### src/hdl/pmw_pkg.sv
// Package of offsets, field layouts, reset values and timing for the power-mode and clock controller
package pmw_pkg;
   // Register byte addresses (printed offsets are not word multiples: index times four)
   localparam logic [7:0] CSEL_IDX = 8'h8f;
   localparam logic [7:0] WAKEMASK_IDX = 8'h9f;
   localparam logic [7:0] PWRCTL_IDX = 8'h87;
   localparam logic [7:0] TAB_IDX = 8'hc9;
   localparam logic [7:0] STATUS_IDX = 8'hd0;
   localparam logic [11:0] CSEL_ADDR = {2'h0, CSEL_IDX, 2'h0};
   localparam logic [11:0] WAKEMASK_ADDR = {2'h0, WAKEMASK_IDX, 2'h0};
   localparam logic [11:0] PWRCTL_ADDR = {2'h0, PWRCTL_IDX, 2'h0};
   localparam logic [11:0] TAB_ADDR = {2'h0, TAB_IDX, 2'h0};
   localparam logic [11:0] STATUS_ADDR = {2'h0, STATUS_IDX, 2'h0};
   // Field positions
   localparam int CLK_SRC_LSB = 0;
   localparam int SETTLE_LSB = 2;
   localparam int DIV_LSB = 4;
   localparam int PC_IDLE = 0;
   localparam int PC_STOP = 1;
   localparam int PC_SLEEP = 2;
   // Reset values
   localparam logic [7:0] CSEL_RST = 8'h0c;
   localparam logic [7:0] WAKEMASK_RST = 8'hff;
   // Clock source codes
   localparam logic [1:0] SRC_FAST0 = 2'h0;
   localparam logic [1:0] SRC_SLOW4 = 2'h1;
   localparam logic [1:0] SRC_FAST1 = 2'h2;
   localparam logic [1:0] SRC_EXT = 2'h3;
   // Unlock sequence and window length
   localparam logic [7:0] TAB_KEY1 = 8'haa;
   localparam logic [7:0] TAB_KEY2 = 8'h55;
   localparam logic [7:0] TAB_CLOSE = 8'h00;
   localparam logic [8:0] TAB_WINDOW = 9'h100;
   // Settle delays in slow oscillator cycles
   localparam logic [8:0] SETTLE_D0 = 9'h008;
   localparam logic [8:0] SETTLE_D1 = 9'h010;
   localparam logic [8:0] SETTLE_D2 = 9'h040;
   localparam logic [8:0] SETTLE_D3 = 9'h100;
   // Cycles allowed for the fast oscillator to report ready
   localparam logic [3:0] OSC_START_CYC = 4'h4;
   typedef enum logic [2:0] {PMW_RUN, PMW_IDLE, PMW_STOP, PMW_SLEEP, PMW_REG_ON, PMW_OSC_ON} pmw_state_e;
endpackage

### src/hdl/pmw_edge_if.sv
// Interface carrying wake sources and their synchronised edges
`timescale 1ns/1ps
`default_nettype none
interface pmw_edge_if #(parameter int N = 8);
   logic [N-1:0] raw;
   logic [N-1:0] rise;
   logic slow_raw;
   logic slow_tick;
   modport det (input raw, input slow_raw, output rise, output slow_tick);
   modport ctl (output raw, output slow_raw, input rise, input slow_tick);
endinterface
`default_nettype wire

### src/hdl/pmw_ctrl.sv
// Power-mode, system clock selection and wake controller with APB registers
`timescale 1ns/1ps
`default_nettype none
// Summary of operation
// - Settle field picks 8/16/64/256 slow cycles
// - Source field picks fast, slow/4 or external
// - Wake mask bit per source, resets all ones
// - Stop/sleep wake restarts fast oscillator, then clock resumes
// - Wake detects source edge, not level
// - Stop/sleep wake independent of interrupt enable
// - Only unclocked sources wake from stop/sleep
// - Idle gates core clock, peripherals keep running
// - Enabled interrupt ends idle and vectors
// - Hardware clears idle bit on exit
// - Stop halts clock and kills fast oscillator
// - Stop ends on unmasked wake, enabled or not
// - Sleep disables main regulator, keeps state
// - Sleep wake counts settle delay first
// - Mask writes need open timed window
// - Sleep plus stop is sleep; cleared on exit
// - AA then 55 opens 256-cycle window
module pmw_ctrl #(
   parameter int NWAKE = 8,
   parameter int TAB_WIN_CYC = pmw_pkg::TAB_WINDOW
) (
   // Clock and reset
   input wire logic pclk,
   input wire logic presetn,
   // APB slave
   input wire logic psel,
   input wire logic penable,
   input wire logic pwrite,
   input wire logic [11:0] paddr,
   input wire logic [31:0] pwdata,
   output logic [31:0] prdata,
   output logic pready,
   output logic pslverr,
   // Wake sources, asynchronous: pins, LIN wake detector, slow timer
   input wire logic [NWAKE-1:0] wake_src,
   // Interrupt enables per wake source from the interrupt controller
   input wire logic [NWAKE-1:0] irq_en,
   // Clock sources, sampled levels of oscillators
   input wire logic slow_osc,
   input wire logic fast_osc_ready,
   // Clock and power controls
   output logic [1:0] clk_sel_out,
   output logic [3:0] fast_div_out,
   output logic core_clk_gate_n,
   output logic sys_clk_run,
   output logic fast_osc_en,
   output logic main_reg_en,
   // Wake result to the core
   output logic wake_pulse,
   output logic wake_vector_valid,
   output logic [NWAKE-1:0] wake_vector
);
   localparam int CW = $clog2(TAB_WIN_CYC + 1);

   logic [7:0] csel_ff;
   logic [7:0] wmask_ff;
   logic [2:0] pctl_ff;
   logic tab_armed_ff;
   logic [CW-1:0] tab_cnt_ff;
   logic [1:0] clk_act_ff;
   logic [2:0] sw_wait_ff;
   logic [8:0] settle_cnt_ff;
   logic [3:0] osc_cnt_ff;
   logic [NWAKE-1:0] wsrc_ff;
   logic [31:0] prdata_ff;
   logic wake_pulse_ff;
   logic wake_vv_ff;
   logic [NWAKE-1:0] wake_vec_ff;
   pmw_pkg::pmw_state_e state_ff;
   pmw_pkg::pmw_state_e nxt_state;
   logic wr_acc;
   logic rd_acc;
   logic tab_open;
   logic stop_wake;
   logic idle_wake;
   logic [NWAKE-1:0] stop_hits;
   logic [8:0] settle_len;
   logic unmapped;

   pmw_edge_if #(.N(NWAKE)) eif();
   assign eif.raw = wake_src;
   assign eif.slow_raw = slow_osc;

   pmw_edge_sync #(.N(NWAKE)) u_sync (
      .pclk(pclk),
      .presetn(presetn),
      .e(eif)
   );

   // APB decode; single-cycle slave, answers in the access phase
   assign wr_acc = psel && penable && pwrite;
   assign rd_acc = psel && penable && !pwrite;
   assign pready = 1'b1;
   assign unmapped = !(paddr == pmw_pkg::CSEL_ADDR || paddr == pmw_pkg::WAKEMASK_ADDR ||
                       paddr == pmw_pkg::PWRCTL_ADDR || paddr == pmw_pkg::TAB_ADDR ||
                       paddr == pmw_pkg::STATUS_ADDR);
   assign pslverr = psel && penable && unmapped;
   assign tab_open = (tab_cnt_ff != '0);

   // Timed window: AA then 55 opens, 00 closes, repeating reopens the full window
   always_ff @(posedge pclk or negedge presetn) begin
      if (!presetn) begin
         tab_armed_ff <= 1'b0;
         tab_cnt_ff <= '0;
      end else if (wr_acc && paddr == pmw_pkg::TAB_ADDR) begin
         tab_armed_ff <= (pwdata[7:0] == pmw_pkg::TAB_KEY1);
         if (tab_armed_ff && pwdata[7:0] == pmw_pkg::TAB_KEY2) begin
            tab_cnt_ff <= CW'(TAB_WIN_CYC);
         end else if (pwdata[7:0] == pmw_pkg::TAB_CLOSE) begin
            tab_cnt_ff <= '0;
         end else if (tab_open) begin
            tab_cnt_ff <= tab_cnt_ff - 1'b1;
         end
      end else if (tab_open) begin
         tab_cnt_ff <= tab_cnt_ff - 1'b1;
      end
   end

   // Clock select register; protected by the timed window like the mask
   always_ff @(posedge pclk or negedge presetn) begin
      if (!presetn) begin
         csel_ff <= pmw_pkg::CSEL_RST;
      end else if (wr_acc && paddr == pmw_pkg::CSEL_ADDR && tab_open) begin
         csel_ff <= pwdata[7:0];
      end
   end

   // Wake mask register, one enable per source
   always_ff @(posedge pclk or negedge presetn) begin
      if (!presetn) begin
         wmask_ff <= pmw_pkg::WAKEMASK_RST;
      end else if (wr_acc && paddr == pmw_pkg::WAKEMASK_ADDR && tab_open) begin
         wmask_ff <= pwdata[7:0];
      end
   end

   // Power control bits; hardware clears them on return to run
   always_ff @(posedge pclk or negedge presetn) begin
      if (!presetn) begin
         pctl_ff <= '0;
      end else if (state_ff != pmw_pkg::PMW_RUN && nxt_state == pmw_pkg::PMW_RUN) begin
         pctl_ff <= '0;
      end else if (wr_acc && paddr == pmw_pkg::PWRCTL_ADDR && state_ff == pmw_pkg::PMW_RUN) begin
         pctl_ff <= pwdata[2:0];
      end
   end

   // Settle length from the field
   always_comb begin
      case (csel_ff[pmw_pkg::SETTLE_LSB +: 2])
         2'h0: settle_len = pmw_pkg::SETTLE_D0;
         2'h1: settle_len = pmw_pkg::SETTLE_D1;
         2'h2: settle_len = pmw_pkg::SETTLE_D2;
         default: settle_len = pmw_pkg::SETTLE_D3;
      endcase
   end

   // Stop/sleep wake: only the edge, gated by mask, blind to interrupt enable
   assign stop_hits = eif.rise & wmask_ff;
   assign stop_wake = (state_ff == pmw_pkg::PMW_STOP || state_ff == pmw_pkg::PMW_SLEEP) &&
                      (stop_hits != '0);
   // Idle ends on any enabled interrupt; its peripherals still run on the clock
   assign idle_wake = (state_ff == pmw_pkg::PMW_IDLE) && ((eif.rise & irq_en) != '0);

   // Mode sequencer
   always_comb begin
      nxt_state = state_ff;
      case (state_ff)
         pmw_pkg::PMW_RUN: begin
            if (pctl_ff[pmw_pkg::PC_STOP] && pctl_ff[pmw_pkg::PC_SLEEP]) begin
               nxt_state = pmw_pkg::PMW_SLEEP;
            end else if (pctl_ff[pmw_pkg::PC_STOP]) begin
               nxt_state = pmw_pkg::PMW_STOP;
            end else if (pctl_ff[pmw_pkg::PC_IDLE]) begin
               nxt_state = pmw_pkg::PMW_IDLE;
            end
         end
         pmw_pkg::PMW_IDLE: begin
            if (idle_wake) nxt_state = pmw_pkg::PMW_RUN;
         end
         pmw_pkg::PMW_STOP: begin
            if (stop_wake) nxt_state = pmw_pkg::PMW_OSC_ON;
         end
         pmw_pkg::PMW_SLEEP: begin
            if (stop_wake) nxt_state = pmw_pkg::PMW_REG_ON;
         end
         pmw_pkg::PMW_REG_ON: begin
            if (settle_cnt_ff == settle_len) nxt_state = pmw_pkg::PMW_OSC_ON;
         end
         pmw_pkg::PMW_OSC_ON: begin
            if (fast_osc_ready || osc_cnt_ff == pmw_pkg::OSC_START_CYC) nxt_state = pmw_pkg::PMW_RUN;
         end
         default: nxt_state = pmw_pkg::PMW_RUN;
      endcase
   end

   always_ff @(posedge pclk or negedge presetn) begin
      if (!presetn) state_ff <= pmw_pkg::PMW_RUN;
      else state_ff <= nxt_state;
   end

   // Settle delay counted on slow oscillator edges after regulator turn-on
   always_ff @(posedge pclk or negedge presetn) begin
      if (!presetn) begin
         settle_cnt_ff <= '0;
      end else if (state_ff != pmw_pkg::PMW_REG_ON) begin
         settle_cnt_ff <= '0;
      end else if (eif.slow_tick) begin
         settle_cnt_ff <= settle_cnt_ff + 1'b1;
      end
   end

   // Oscillator restart wait, bounded in case ready never comes
   always_ff @(posedge pclk or negedge presetn) begin
      if (!presetn) osc_cnt_ff <= '0;
      else if (state_ff != pmw_pkg::PMW_OSC_ON) osc_cnt_ff <= '0;
      else osc_cnt_ff <= osc_cnt_ff + 1'b1;
   end

   // Remember the waking sources for vectoring
   always_ff @(posedge pclk or negedge presetn) begin
      if (!presetn) wsrc_ff <= '0;
      else if (stop_wake) wsrc_ff <= stop_hits;
      else if (idle_wake) wsrc_ff <= eif.rise & irq_en;
   end

   // Wake result; vector only when the waking interrupt is enabled
   always_ff @(posedge pclk or negedge presetn) begin
      if (!presetn) begin
         wake_pulse_ff <= 1'b0;
         wake_vv_ff <= 1'b0;
         wake_vec_ff <= '0;
      end else begin
         wake_pulse_ff <= (state_ff != pmw_pkg::PMW_RUN) && (nxt_state == pmw_pkg::PMW_RUN);
         if (state_ff == pmw_pkg::PMW_IDLE && idle_wake) begin
            wake_vv_ff <= 1'b1;
            wake_vec_ff <= eif.rise & irq_en;
         end else if (state_ff == pmw_pkg::PMW_OSC_ON && nxt_state == pmw_pkg::PMW_RUN) begin
            wake_vv_ff <= ((wsrc_ff & irq_en) != '0);
            wake_vec_ff <= wsrc_ff & irq_en;
         end else begin
            wake_vv_ff <= 1'b0;
            wake_vec_ff <= '0;
         end
      end
   end

   // Source switch only while the clock is held, with a short dead time between sources
   always_ff @(posedge pclk or negedge presetn) begin
      if (!presetn) begin
         clk_act_ff <= pmw_pkg::SRC_FAST0;
         sw_wait_ff <= '0;
      end else if (sw_wait_ff != '0) begin
         sw_wait_ff <= sw_wait_ff - 1'b1;
         if (sw_wait_ff == 3'h2) clk_act_ff <= csel_ff[pmw_pkg::CLK_SRC_LSB +: 2];
      end else if (clk_act_ff != csel_ff[pmw_pkg::CLK_SRC_LSB +: 2]) begin
         sw_wait_ff <= 3'h3;
      end
   end

   assign clk_sel_out = clk_act_ff;
   assign fast_div_out = csel_ff[pmw_pkg::DIV_LSB +: 4];
   assign core_clk_gate_n = (state_ff == pmw_pkg::PMW_RUN) && (sw_wait_ff == '0);
   assign sys_clk_run = (state_ff == pmw_pkg::PMW_RUN || state_ff == pmw_pkg::PMW_IDLE) &&
                        (sw_wait_ff == '0);
   assign fast_osc_en = (state_ff != pmw_pkg::PMW_STOP) && (state_ff != pmw_pkg::PMW_SLEEP) &&
                        (state_ff != pmw_pkg::PMW_REG_ON);
   assign main_reg_en = (state_ff != pmw_pkg::PMW_SLEEP);
   assign wake_pulse = wake_pulse_ff;
   assign wake_vector_valid = wake_vv_ff;
   assign wake_vector = wake_vec_ff;

   // Read data registered in the setup cycle so it is ready in the access phase
   always_ff @(posedge pclk or negedge presetn) begin
      if (!presetn) begin
         prdata_ff <= '0;
      end else if (psel && !penable && !pwrite) begin
         case (paddr)
            pmw_pkg::CSEL_ADDR: prdata_ff <= {24'h000000, csel_ff[7:4], 2'h0, csel_ff[1:0]};
            pmw_pkg::WAKEMASK_ADDR: prdata_ff <= {24'h000000, wmask_ff};
            pmw_pkg::PWRCTL_ADDR: prdata_ff <= {29'h00000000, pctl_ff};
            pmw_pkg::TAB_ADDR: prdata_ff <= {31'h00000000, tab_open};
            pmw_pkg::STATUS_ADDR: prdata_ff <= {27'h0000000, clk_act_ff, 3'(state_ff)};
            default: prdata_ff <= '0;
         endcase
      end
   end
   assign prdata = rd_acc ? prdata_ff : 32'h00000000;
endmodule // pmw_ctrl
`default_nettype wire

### src/hdl/pmw_edge_sync.sv
// Three-stage synchroniser with rising-edge detect for wake sources and slow oscillator
`timescale 1ns/1ps
`default_nettype none
module pmw_edge_sync #(parameter int N = 8) (
   // Clock and reset
   input wire logic pclk,
   input wire logic presetn,
   // Carrier
   pmw_edge_if.det e
);
   logic [N:0] s1_ff;
   logic [N:0] s2_ff;
   logic [N:0] s3_ff;
   logic [N:0] lvl_ff;
   // Only stage two reads stage one; edges are taken from stages two and three
   always_ff @(posedge pclk or negedge presetn) begin
      if (!presetn) begin
         s1_ff <= '0;
         s2_ff <= '0;
         s3_ff <= '0;
      end else begin
         s1_ff <= {e.slow_raw, e.raw};
         s2_ff <= s1_ff;
         s3_ff <= s2_ff;
      end
   end
   // Agreed level: a change counts only once stages two and three match, so a runt is ignored
   always_ff @(posedge pclk or negedge presetn) begin
      if (!presetn) begin
         lvl_ff <= '0;
      end else begin
         lvl_ff <= (s2_ff & s3_ff) | (lvl_ff & (s2_ff | s3_ff));
      end
   end
   // Edge only, whatever the interrupt trigger type
   assign e.rise = s2_ff[N-1:0] & s3_ff[N-1:0] & ~lvl_ff[N-1:0];
   assign e.slow_tick = s2_ff[N] & s3_ff[N] & ~lvl_ff[N];
endmodule // pmw_edge_sync
`default_nettype wire

### config.mk
export PLATFORM = sky130hd
export DESIGN_NAME = pmw_ctrl
export DESIGN_NICKNAME = d
export VERILOG_FILES = /design/src/hdl/pmw_pkg.sv /design/src/hdl/pmw_edge_if.sv /design/src/hdl/pmw_ctrl.sv /design/src/hdl/pmw_edge_sync.sv
export SDC_FILE = /design/constraint.sdc
export NUM_CORES = 1
export LEC_CHECK = 0
export BUFFER_PORTS_ARGS = -buffer_cell sky130_fd_sc_hd__clkbuf_2
export CORE_MARGIN = 3
export CORE_UTILIZATION = 49
export DETAILED_ROUTE_END_ITERATION = 12
export PLACE_DENSITY = 0.8
export SYNTH_ARGS = -nofsm -noshare
export SYNTH_HDL_FRONTEND = slang
export SYNTH_SLANG_ARGS = --single-unit
### constraint.sdc
create_clock -name pclk -period 1.9 [get_ports pclk]
set_input_delay 0 -clock pclk [delete_from_list [all_inputs] [get_ports pclk]]
set_output_delay 0 -clock pclk [all_outputs]
set_load 0.01 [all_outputs]
Word level (Yosys, flattened, before mapping)
Index checks and enable logic that the tools add are counted.
{"block": "word_totals", "regBits": 136, "in_bits": 67, "output_inout_bits": 54, "wordCells": 137}
{"block": "op_classes", "addsub": 4, "n_eq_ne": 22, "muxes": 29, "bitwise": 13, "n_reduce_logical": 50}
{"cell": "equality test 12 x 10 -> 1 bit, second input constant", "count": 5}
{"cell": "2-to-1 mux 9 bit", "count": 6}
{"cell": "bitwise AND 8 bit", "count": 5}
{"cell": "one-hot mux 8 bit (5 select lines)", "count": 1}
{"cell": "2-to-1 mux 3 bit", "count": 12}
{"cell": "2-to-1 mux 32 bit", "count": 1}
{"cell": "2-to-1 mux 8 bit", "count": 4}
{"cell": "one-hot mux 9 bit (3 select lines)", "count": 1}
{"cell": "logical AND 1 bit", "count": 24}
{"cell": "nonzero test 8 bit", "count": 3}
{"cell": "bitwise AND 9 bit", "count": 2}
{"cell": "OR 9 bit", "count": 2}
{"cell": "one-hot mux 3 bit (6 select lines)", "count": 1}
{"cell": "adder 9 x 1 -> 9 bit, second input constant", "count": 1}
{"cell": "equality test 3 x 2 -> 1 bit, second input constant", "count": 3}
{"cell": "equality test 9 bit", "count": 1}
{"cell": "zero test 3 bit", "count": 3}
{"cell": "nonzero test 9 bit", "count": 1}
{"cell": "subtractor 9 x 1 -> 9 bit, second input constant", "count": 1}
{"cell": "equality test 8 x 7 -> 1 bit, second input constant", "count": 1}
{"cell": "equality test 8 bit, second input constant", "count": 1}
{"cell": "zero test 8 bit", "count": 1}
{"cell": "NOT 8 bit", "count": 1}
{"cell": "nonzero test 2 bit", "count": 4}
{"cell": "19 further kinds", "count": 33}

Longest topological paths before layout
Gate-level depths: netlist of the first run.
{"block": "logic_depth", "depth_word": 11, "depth_mapped": 7, "mapped_depth_nobuf": 7}

Cells and area by module
Synthesis of the first run repeated with hierarchy kept, for this count alone.
{"block": "hier_totals", "hier_cells": 476, "hier_area_um2": 5361.4}
{"mod": "pmw_ctrl", "n_inst": 1, "cells_per_inst": 422, "area_each_um2": 4269.1, "seq_area_each_um2": 1914.3}
{"mod": "pmw_edge_sync", "n_inst": 1, "cells_per_inst": 54, "area_each_um2": 1092.3, "seq_area_each_um2": 900.9}

Least setup slack after synthesis of the first run
No wires, ideal clock.
{"block": "synth_timing", "path_type": "register -> register", "from": "register tab_cnt_ff[0]", "to": "register csel_ff[0]", "setup_time_ps": 125, "t_arrival_ps": 1789, "required_ps": 1775, "setup_slack_ps": -14, "stages_incl_launch_ff": 7, "path_buffers": 0, "period_less_slack_ps": 1914, "path_cell_list": "dfrtp_1 -> inv_1 -> ha_1 -> nand4b_1 -> nand2_1 -> nor3_2 -> mux2_2"}
{"block": "synth_between", "elab_chain_cells": 2}
{"item": "from (decl)", "line": "pmw_ctrl.sv:63", "text": "logic [CW-1:0] tab_cnt_ff;"}
{"item": "from (signal assigned)", "line": "pmw_ctrl.sv:112", "text": "tab_cnt_ff <= CW'(TAB_WIN_CYC);"}
{"item": "from (signal assigned)", "line": "pmw_ctrl.sv:116", "text": "tab_cnt_ff <= tab_cnt_ff - 1'b1;"}
{"item": "from (signal assigned)", "line": "pmw_ctrl.sv:119", "text": "tab_cnt_ff <= tab_cnt_ff - 1'b1;"}
{"item": "nonzero test 9 bit", "line": "pmw_ctrl.sv:102", "text": "assign tab_open = (tab_cnt_ff != '0);"}
{"item": "logical AND 1 bit", "line": "pmw_ctrl.sv:127", "text": "end else if (wr_acc && paddr == pmw_pkg::CSEL_ADDR && tab_open) begin"}
{"item": "to (signal assigned)", "line": "pmw_ctrl.sv:126", "text": "csel_ff <= pmw_pkg::CSEL_RST;"}
{"item": "to (signal assigned)", "line": "pmw_ctrl.sv:128", "text": "csel_ff <= pwdata[7:0];"}
{"item": "to (decl)", "line": "pmw_ctrl.sv:59", "text": "logic [7:0] csel_ff;"}
Every way passes these cells.
A chain may end at the register's enable or synchronous reset.

Worst setup path in the final report of the first run
{"block": "layout_timing", "from": "register wmask_ff[7]", "to": "register wsrc_ff[3]"}
{"block": "layout_between", "elab_chain_cells": 4, "word_cells_on_any_way": 5, "classes_between": "mux (1); bitwise (1); reduce/logical (3)"}
{"item": "from (decl)", "line": "pmw_ctrl.sv:60", "text": "logic [7:0] wmask_ff;"}
{"item": "from (signal assigned)", "line": "pmw_ctrl.sv:135", "text": "wmask_ff <= pmw_pkg::WAKEMASK_RST;"}
{"item": "from (signal assigned)", "line": "pmw_ctrl.sv:137", "text": "wmask_ff <= pwdata[7:0];"}
{"item": "bitwise AND 8 bit (*)", "line": "pmw_ctrl.sv:163", "text": "assign stop_hits = eif.rise & wmask_ff;"}
{"item": "nonzero test 8 bit (*)", "line": "pmw_ctrl.sv:165", "text": "(stop_hits != '0);"}
{"item": "logical AND 1 bit (*)", "line": "pmw_ctrl.sv:164", "text": "assign stop_wake = (state_ff == pmw_pkg::PMW_STOP || state_ff == pmw_pkg::PMW_SLEEP) &&"}
{"item": "2-to-1 mux 8 bit / nonzero test 2 bit (equally long branches)"}
{"item": "to (signal assigned)", "line": "pmw_ctrl.sv:227", "text": "else if (stop_wake) wsrc_ff <= stop_hits;"}
{"item": "to (signal assigned)", "line": "pmw_ctrl.sv:228", "text": "else if (idle_wake) wsrc_ff <= eif.rise & irq_en;"}
{"item": "to (decl)", "line": "pmw_ctrl.sv:68", "text": "logic [NWAKE-1:0] wsrc_ff;"}
Every way passes the cells marked *; elsewhere a longest branch is shown, timed or not.

==> insert_results.sql, run 1 <==
INSERT INTO impl_metrics (metric_group, metric, value, unit) VALUES
('run_status', 'result_of_the_run', 'complete, no violations', ''),
('clock_network', 'max-clock-path-buffers', '2', ''),
('synthesis', 'ys_seq_elements', '112', ''),
('synthesis', 'synth.top_cells.by_area', 'sky130_fd_sc_hd__dfrtp_1 (47%), sky130_fd_sc_hd__dfstp_2 (4.9%), sky130_fd_sc_hd__mux2_2 (4.4%), sky130_fd_sc_hd__buf_4 (4.0%), sky130_fd_sc_hd__nor2_1 (3.3%)', ''),
('setup_path', 'worst-endpoint-arrival', '2.10', 'ns'),
('clock_network', 'cts_sinks', '112', ''),
('run', 'max-cap-violations', '0', ''),
('drt', 'vias_post_dr', '4312', ''),
('setup_path', 'timing.setup.critical_path_class', 'reg2reg', ''),
('floorplanning', 'design.core.area', '10560', 'um^2'),
('drt', 'route.detailed.wl_per_inst', '16.10', 'um'),
('setup_path', 'critPathLaunchType', 'register', ''),
('floorplanning', 'initial_standard_cell_utilization_of_the_core', '51.29', '%'),
('power_and_ir_drop', 'vdd_drop_max', '543.3', 'uV'),
('grt', 'globalRoute.busiestLayer', 'met2', ''),
('place', 'place_congestion', '0.8847', ''),
('finish', 'flow.area_growth_from_synthesis', '21.93', '%'),
('setup_path', 'r2r-start', 'wmask_ff[7]$_DFFE_PN1P_', ''),
('grt', 'antenna_found_initial', '0', ''),
('setup_path', 'critical_path.cell_chain', 'and4b_1 -> a2111o_1 -> o21ai_2 -> and2_1 -> buf_4 -> a221o_1', ''),
('synthesis', 'synth-edff-count', '0', ''),
('worst_hold_path', 'hold-path-cell-count', '3', ''),
('finish', 'fin_area', '6601', 'um^2'),
('timing', 'layout_worst_path_cycle_share', '96.33', '%'),
('synthesis', 'postSynth.asyncResetShare', '100.0', '%'),
('setup_path', 'crit_path_top_delay_cell', 'sky130_fd_sc_hd__dfstp_2', ''),
('floorplanning', 'design.die.area', '12350', 'um^2'),
('synthesis', 'synthesis.area', '5414', 'um^2'),
('timing', 'setup_viol_count_final', '0', ''),
('setup_path', 'endpoint_kind', 'register', ''),
('power_and_ir_drop', 'leakage', '3.066', 'nW'),
('finish', 'finish.utilization', '62.54', '%'),
('drt', 'route.detailed.vias_per_inst', '5.578', ''),
('grt', 'met3_usage', '5.131', '%'),
('setup_path', 'worst-endpoint-required', '2.17', 'ns'),
('drt', 'drt-total-wl', '12450', 'um'),
('clock_network', 'worst_skew_pair.late_latency', '0.38', 'ns'),
('finish', 'fin_nets', '707', ''),
('setup_path', 'r2r_end', 'wsrc_ff[3]$_DFFE_PN0P_', ''),
('clock_network', 'cts_tree', 'yes', ''),
('synthesis', 'netlist-cell-type-count', '64', ''),
('clock_network', 'cts_inserted_buffers', '9', ''),
('floorplanning', 'fp.dieH', '111.1', 'um'),
('finish', 'antennaDiodeCount', '0', ''),
('floorplanning', 'die-width', '111.1', 'um'),
('synthesis', 'synth_seq_area_share', '52.00', '%'),
('grt', 'grt_util_all_layers', '20.69', '%'),
('setup_path', 'cp_slowest_stage_delay', '0.58', 'ns'),
('drt', '1st_iter_drt_viols', '350', ''),
('timing', 'finalClockSkew', '0.01607', 'ns'),
('place', 'io_buffer_count', '71', ''),
('grt', 'gr-usage-met2', '34.71', '%'),
('synthesis', 'synthesis.area_per_instance', '10.85', 'um^2'),
('drt', 'ant_nets', '0', ''),
('clock_network', 'cts_htree_levels', '3', ''),
('timing', 'timing_hold_violations_final', '0', ''),
('grt', 'grt_remaining_overflow', '0', ''),
('worst_hold_path', 'hold_path_end', 'prdata_ff[0]$_DFFE_PN0P_', ''),
('worst_hold_path', 'min-delay-path-class', 'in2reg', ''),
('finish', 'num-fill-cells', '830', ''),
('synthesis', 'synthCells', '499', ''),
('synthesis', 'synth.top_cell.area_share', '47.15', '%'),
('grt', 'groute.layer.met1.usage', '25.76', '%'),
('worst_hold_path', 'hold_path.startpoint', 'penable', ''),
('setup_path', 'setup_slack_of_the_worst_register_to_register_path', '0.07', 'ns'),
('place', 'placed_wire_length_estimate', '9310', 'um'),
('place', 'placed_cell_area', '6053', 'um^2'),
('grt', 'first_global_vias', '4346', ''),
('timing', 'report.final.slew_viol_count', '0', ''),
('setup_path', 'path_max_fanout', '4', ''),
('timing', 'fmax', '0.5464', 'GHz');
-- kinds of logic (layout without fill, tap and decap cells) --
family | Yosys count | in the layout | share of synthesized area [%]
AO/OA/AOI/OAI | 78 | 78 | 10.28
multiplexers | 27 | 27 | 5.477
AND/OR/NAND/NOR | 182 | 182 | 19.32
buffers and inverters | 64 | 179 | 6.540
other | 2 | 25 | 0.1387
flip-flops | 112 | 112 | 52.00
XOR/XNOR | 18 | 18 | 2.912
adder cells (fa/ha/maj) | 16 | 16 | 3.328
-- Yosys cell counts, types with 9 or more instances --
cell / count
sky130_fd_sc_hd__nand4b_1: 9
sky130_fd_sc_hd__nor3_1: 9
sky130_fd_sc_hd__dfrtp_1: 102
sky130_fd_sc_hd__nand4_1: 9
sky130_fd_sc_hd__xnor2_1: 10
sky130_fd_sc_hd__and2_1: 9
sky130_fd_sc_hd__nor2_1: 47
sky130_fd_sc_hd__a21oi_1: 18
sky130_fd_sc_hd__and4b_1: 9
sky130_fd_sc_hd__inv_1: 26
sky130_fd_sc_hd__mux2_2: 21
sky130_fd_sc_hd__dfstp_2: 10
sky130_fd_sc_hd__buf_4: 29
sky130_fd_sc_hd__o21ai_0: 9
sky130_fd_sc_hd__nand2_1: 35
sky130_fd_sc_hd__a22o_1: 9
-- cell type report --
cell class,instances,area [um^2],share of cell area (%)
Tap cell,136,170.2,2.578
Sequential cell,112,2815,42.65
Clock buffer,13,168.9,2.559
Inverter,26,97.59,1.478
Multi-Input combinational cell,346,2380,36.05
Timing Repair Buffer,137,944.7,14.31
Clock inverter,3,25.02,0.3791
-- stage by stage --
stage | std cells | hold slack [ns] | setup WS [ns] | setup TNS (ns)
6_report | 773 | 0.07874 | 0.06969 | 0
5_1_grt | 773 | 0.09418 | -0.005098 | -0.008745
4_1_cts | 769 | 0.05839 | 0.002830 | 0
3_5_place_dp | 726 | -0.04306 | 0.001770 | 0
3_3_place_gp | 726 | -0.05483 | 0.04443 | 0
2_1_floorplan | 522 | -0.2956 | 0.0004463 | 0
-- how the worst max path moves through the flow --
stage	from	end	slack, ns	cells past startpoint
2_1_floorplan	tab_cnt_ff[0]$_DFF_PN0_	wmask_ff[0]$_DFFE_PN1P_	0.0004	6
5_1_grt	u_sync.s2_ff[0]$_DFF_PN0_	wsrc_ff[6]$_DFFE_PN0P_	-0.005	6
4_1_cts	u_sync.s2_ff[3]$_DFF_PN0_	wsrc_ff[6]$_DFFE_PN0P_	0.003	6
6_report	wmask_ff[7]$_DFFE_PN1P_	wsrc_ff[3]$_DFFE_PN0P_	0.07	6
3_5_place_dp	u_sync.s2_ff[3]$_DFF_PN0_	state_ff[0]$_DFF_PN0_	0.002	5
3_3_place_gp	u_sync.s2_ff[3]$_DFF_PN0_	state_ff[0]$_DFF_PN0_	0.04	5
-- registers in the layout (all words and copies together), names as in the netlist, 4 cells and up --
signal and cells:
u_sync.s1_ff 9, u_sync.s2_ff 9, wsrc_ff 8, settle_cnt_ff 9, tab_cnt_ff 9, u_sync.lvl_ff 9, wake_vector 8, osc_cnt_ff 4
wmask_ff 8, csel_ff 8, prdata_ff 8, u_sync.s3_ff 9
-- routing by layer --
layer	wire length, um	vias to the layer above
li1	-	1999
met1	5126	2136
met2	6253	150
met3	754	27
met4	312	0
met5	0	-
-- critical path: cells and delay by family (launching register included) --
| family | cells | cell delay [ns] |
|---|---|---|
| AO/OA/AOI/OAI | 3 | 0.58 |
| flip-flops | 1 | 0.58 |
| AND/OR/NAND/NOR | 2 | 0.41 |
| buffers and inverters | 1 | 0.15 |
-- cells in the final DEF, fill, tap and decap left out, types with 3 or more instances in the layout --
cell | synthesis | layout
sky130_fd_sc_hd__a22oi_1 | 4 | 4
sky130_fd_sc_hd__dlygate4sd3_1 | 0 | 27
sky130_fd_sc_hd__and3b_1 | 5 | 5
sky130_fd_sc_hd__or3_1 | 7 | 6
sky130_fd_sc_hd__and2_1 | 9 | 9
sky130_fd_sc_hd__conb_1 | 2 | 25
sky130_fd_sc_hd__a21oi_1 | 18 | 18
sky130_fd_sc_hd__and3_1 | 7 | 7
sky130_fd_sc_hd__buf_6 | 0 | 3
sky130_fd_sc_hd__buf_4 | 29 | 36
sky130_fd_sc_hd__nand4b_1 | 9 | 9
sky130_fd_sc_hd__mux2_2 | 21 | 21
sky130_fd_sc_hd__ha_1 | 8 | 8
sky130_fd_sc_hd__nand2b_1 | 5 | 5
sky130_fd_sc_hd__dfstp_2 | 10 | 10
sky130_fd_sc_hd__inv_1 | 26 | 26
sky130_fd_sc_hd__clkbuf_2 | 0 | 70
sky130_fd_sc_hd__clkbuf_8 | 0 | 12
sky130_fd_sc_hd__a21o_1 | 3 | 3
sky130_fd_sc_hd__o21ai_0 | 9 | 9
sky130_fd_sc_hd__dfrtp_1 | 102 | 102
sky130_fd_sc_hd__and4b_1 | 9 | 9
sky130_fd_sc_hd__o31ai_1 | 4 | 4
sky130_fd_sc_hd__nor3_1 | 9 | 9
sky130_fd_sc_hd__nor4_1 | 6 | 5
sky130_fd_sc_hd__nor2_1 | 47 | 46
sky130_fd_sc_hd__maj3_1 | 8 | 8
sky130_fd_sc_hd__a22o_1 | 9 | 9
sky130_fd_sc_hd__o22ai_1 | 7 | 6
sky130_fd_sc_hd__a2111o_1 | 3 | 3
sky130_fd_sc_hd__mux2i_1 | 6 | 6
sky130_fd_sc_hd__nand2_1 | 35 | 34
sky130_fd_sc_hd__nand4_1 | 9 | 9
sky130_fd_sc_hd__xor2_1 | 8 | 8
sky130_fd_sc_hd__xnor2_1 | 10 | 10
sky130_fd_sc_hd__nand3_1 | 8 | 8
-- what timing repair did --
| item | in CTS | in global routing |
|---|---|---|
| cloned | 0 | 0 |
| gates resized for setup | 2 | 9 |
| pin swaps | 0 | 8 |
| endpoints found under the setup margin | 2 | 34 |
| hold buffers | 27 | 0 |
| setup buffers | 0 | 4 |
| hold endpoints to repair | 106 | 0 |
-- power by group --
group,internal (mW),switching [mW]
clock,0.591,0.772
combinational,0.257,0.321
sequential,2.49,0.0824
total,3.34,1.18
Power figures use the tool's default switching activity.
==> run 2: changes to the inputs <==
--- a/config.mk
+++ b/config.mk
@@ -8,2 +8,3 @@
 export BUFFER_PORTS_ARGS = -buffer_cell sky130_fd_sc_hd__clkbuf_2
+export CORE_ASPECT_RATIO = 1.4
 export CORE_MARGIN = 3
@@ -11,2 +12,3 @@
 export DETAILED_ROUTE_END_ITERATION = 12
+export MAX_ROUTING_LAYER = met4
 export PLACE_DENSITY = 0.8
--- a/constraint.sdc
+++ b/constraint.sdc
@@ -3,2 +3,2 @@
 set_output_delay 0 -clock pclk [all_outputs]
-set_load 0.01 [all_outputs]
+set_load 0.1 [all_outputs]
==> run 2 against run 1 <==
Against the previous run:
- non-clock buffer count is 5 higher
- highest routed layer unchanged
- sequential power hardly changed
- die area is 0.14% higher
- total power is 21% higher
- clock power is 42% higher
- first-iteration DRC count is 27% lower
- via count is 2.2% lower
==> insert_results.sql, run 2 (same netlist as run 1, synthesis figures left out) <==
INSERT INTO impl_metrics (metric_group, metric, value, unit) VALUES
('run_status', 'result_of_the_run', 'complete, no violations', ''),
('power_and_ir_drop', 'power_density', '805.5', 'nW/um^2'),
('setup_path', 'endpoint_kind', 'register', ''),
('place', 'placed_wire_length_estimate', '9558', 'um'),
('setup_path', 'cp_slowest_stage_delay', '0.46', 'ns'),
('finish', 'antennaDiodeCount', '0', ''),
('timing', 'timing.slew.headroom', '63.33', '%'),
('finish', 'layout_cell_share_with_drive_strength_beyond_1', '28.82', '%'),
('drt', 'drc_errors', '0', ''),
('setup_path', 'r2r-start', 'u_sync.lvl_ff[0]$_DFF_PN0_', ''),
('grt', 'antenna_found_initial', '0', ''),
('place', 'place_congestion', '0.9383', ''),
('drt', 'ant_nets', '0', ''),
('timing', 'report.final.slew_viol_count', '0', ''),
('place', 'placed_cell_area', '6130', 'um^2'),
('setup_path', 'timing.setup.critical_path_class', 'reg2reg', ''),
('setup_path', 'worst-endpoint-required', '2.13', 'ns'),
('clock_network', 'worst_skew_pair.late_latency', '0.35', 'ns'),
('clock_network', 'cts_inserted_buffers', '9', ''),
('grt', 'first_global_vias', '4150', ''),
('timing', 'setup_viol_count_final', '0', ''),
('place', 'io_buffer_count', '71', ''),
('finish', 'finish.cell_count_without_fillers', '780', ''),
('drt', 'dr.pass1.iters', '6', ''),
('clock_network', 'clk_pin_slew_worst_paths', '0.07', 'ns'),
('finish', 'flow.area_growth_from_synthesis', '25.33', '%'),
('setup_path', 'r2r_end', 'wsrc_ff[6]$_DFFE_PN0P_', ''),
('finish', 'regArea', '2816', 'um^2'),
('floorplanning', 'die-width', '94.84', 'um'),
('timing', 'layout_worst_path_cycle_share', '97.80', '%'),
('drt', 'dr.max_layer_used', 'met4', ''),
('floorplanning', 'design.core.area', '10570', 'um^2'),
('setup_path', 'critical_path.cell_chain', 'and4b_1 -> a2111o_1 -> o21ai_2 -> buf_4 -> o22ai_1 -> a22o_1', ''),
('drt', 'detailroute.wirelength.met2', '6363', 'um'),
('floorplanning', 'initial_standard_cell_utilization_of_the_core', '51.22', '%'),
('power_and_ir_drop', 'leakage', '3.161', 'nW'),
('timing', 'finalClockSkew', '0.007078', 'ns'),
('floorplanning', 'io_pins', '121', ''),
('finish', 'fin_nets', '712', ''),
('place', 'dpl.cell_count', '731', ''),
('setup_path', 'critPathLaunch', 'u_sync.lvl_ff[0]$_DFF_PN0_', ''),
('setup_path', 'worst-endpoint-arrival', '2.09', 'ns'),
('drt', 'detailroute.wirelength.met3', '657', 'um'),
('drt', 'route.detailed.vias_per_inst', '5.404', ''),
('floorplanning', 'fp.dieH', '130.4', 'um'),
('finish', 'multi_input_comb_area', '2379', 'um^2'),
('setup_path', 'crit_path_top_delay_cell', 'sky130_fd_sc_hd__a2111o_1', ''),
('grt', 'grt_util_all_layers', '21.91', '%'),
('setup_path', 'timing.critical_path.to', 'wsrc_ff[6]$_DFFE_PN0P_', ''),
('grt', 'grt_pass1_wl', '20110', 'um'),
('clock_network', 'cts.root.buffer_cell', 'sky130_fd_sc_hd__clkbuf_16', ''),
('drt', 'vias_post_dr', '4215', ''),
('clock_network', 'cts_tree', 'yes', ''),
('floorplanning', 'floorplan.rows', '44', ''),
('clock_network', 'cts_htree_levels', '3', ''),
('setup_path', 'setup_slack_of_the_worst_register_to_register_path', '0.04', 'ns'),
('timing', 'max_slew.worst_pin.slew', '0.5524', 'ns'),
('timing', 'fmax', '0.5382', 'GHz'),
('clock_network', 'max-clock-path-buffers', '2', ''),
('grt', 'grt_start_max_net_pins', '62', ''),
('drt', 'drt-total-wl', '12810', 'um'),
('clock_network', 'cts_sinks', '112', ''),
('timing', 'rsz0062_at_grt', 'true', ''),
('drt', '1st_iter_drt_viols', '256', ''),
('run', 'max-cap-violations', '0', ''),
('power_and_ir_drop', 'vdd_drop_max', '506.8', 'uV'),
('finish', 'layout_commonest_cell', 'sky130_fd_sc_hd__dfrtp_1', ''),
('timing', 'timing_hold_violations_final', '0', ''),
('floorplanning', 'design.die.area', '12360', 'um^2'),
('setup_path', 'ff2ff_path_depth', '6', ''),
('finish', 'fin_area', '6785', 'um^2'),
('setup_path', 'critPathLaunchType', 'register', ''),
('drt', 'route.detailed.wl_per_inst', '16.42', 'um'),
('worst_hold_path', 'min-delay-path-class', 'in2reg', ''),
('grt', 'grt_remaining_overflow', '0', ''),
('finish', 'layout.cells.most_common_list', 'sky130_fd_sc_hd__dfrtp_1 (101), sky130_fd_sc_hd__clkbuf_2 (66), sky130_fd_sc_hd__nor2_1 (44), sky130_fd_sc_hd__buf_4 (43), sky130_fd_sc_hd__nand2_1 (34)', ''),
('drt', 'met1Wirelength', '5321', 'um'),
('worst_hold_path', 'hold-path-cell-count', '4', ''),
('finish', 'num-fill-cells', '853', ''),
('setup_path', 'path_max_fanout', '4', ''),
('timing', 'period_minus_slack', '1.858', 'ns');
[run 2: cell count changes in the layout (fill, tap and decap cells not counted), moves of 4 or more]
| cell | before | now |
|---|---|---|
| sky130_fd_sc_hd__buf_4 | 36 | 43 |
| sky130_fd_sc_hd__clkbuf_16 | 0 | 9 |
| sky130_fd_sc_hd__clkbuf_2 | 70 | 66 |
| sky130_fd_sc_hd__clkbuf_8 | 12 | 1 |
[run 2: critical path, delay by kind of cell (launching register included)]
| kind | cells | cell delay (ns) |
|---|---|---|
| buffers and inverters | 1 | 0.17 |
| AO/OA/AOI/OAI | 4 | 0.95 |
| flip-flops | 1 | 0.41 |
| AND/OR/NAND/NOR | 1 | 0.23 |
[run 2: worst min-delay path by stage]
| stage | slack (ns) | from | endpoint |
|---|---|---|---|
| 5_1_grt | 0.08 | paddr[6] | prdata_ff[0]$_DFFE_PN0P_ |
| 3_5_place_dp | -0.06 | presetn | u_sync.s1_ff[3]$_DFF_PN0_ |
| 4_1_cts | 0.05 | paddr[6] | prdata_ff[0]$_DFFE_PN0P_ |
| 6_report | 0.08 | paddr[6] | prdata_ff[0]$_DFFE_PN0P_ |
| 2_1_floorplan | -0.30 | presetn | clk_sel_out[0]$_DFFE_PN0P_ |
| 3_3_place_gp | -0.06 | presetn | u_sync.s1_ff[3]$_DFF_PN0_ |
[run 2: final cells by class]
cell class	instances	area share [%]
flip-flops and latches	112	41.51
multi-input cells	346	35.05
repair buffers	142	14.94
clock buffers	10	3.522
well taps	138	2.545
inverters	26	1.438
clock inverters	6	0.9958
[run 2: per-layer routing]
| metal | global-route usage (%) | vias to the layer above |
|---|---|---|
| li1 | - | 2021 |
| met1 | 26.03 | 2005 |
| met2 | 35.92 | 162 |
| met3 | 4.582 | 27 |
| met4 | 9.686 | 0 |
| met5 | - | - |
[run 2: what timing repair did]
| item | 4_1_cts | 5_1_grt |
|---|---|---|
| pin swaps | 0 | 8 |
| hold endpoints to repair | 117 | 0 |
| resized for setup | 2 | 8 |
| endpoints found under the setup margin | 2 | 35 |
| buffers inserted | 0 | 6 |
| hold buffers | 27 | 0 |
[run 2: where the power goes]
group | switching [mW] | leakage (nW) | internal, mW
clock network | 0.861 | 0.150 | 1.07
logic | 0.670 | 1.61 | 0.295
registers | 0.0840 | 1.40 | 2.49
total | 1.61 | 3.16 | 3.85
[run 2: metrics by stage]
step | util, % | worst slack [ns] | hold WS [ns] | TNS, ns | power, mW
after floorplan | - | -0.05169 | -0.2956 | -0.05169 | 3.280
after CTS | 63.51 | -0.00003952 | 0.05465 | -0.00003952 | 5.506
final | 64.19 | 0.04178 | 0.07565 | 0 | 5.465
after global placement | 57.99 | 0.05809 | -0.06273 | 0 | 3.495
after detailed placement | 57.99 | -0.01072 | -0.05951 | -0.01072 | 3.538
after global routing | 64.19 | -0.03712 | 0.07557 | -0.05652 | 5.697
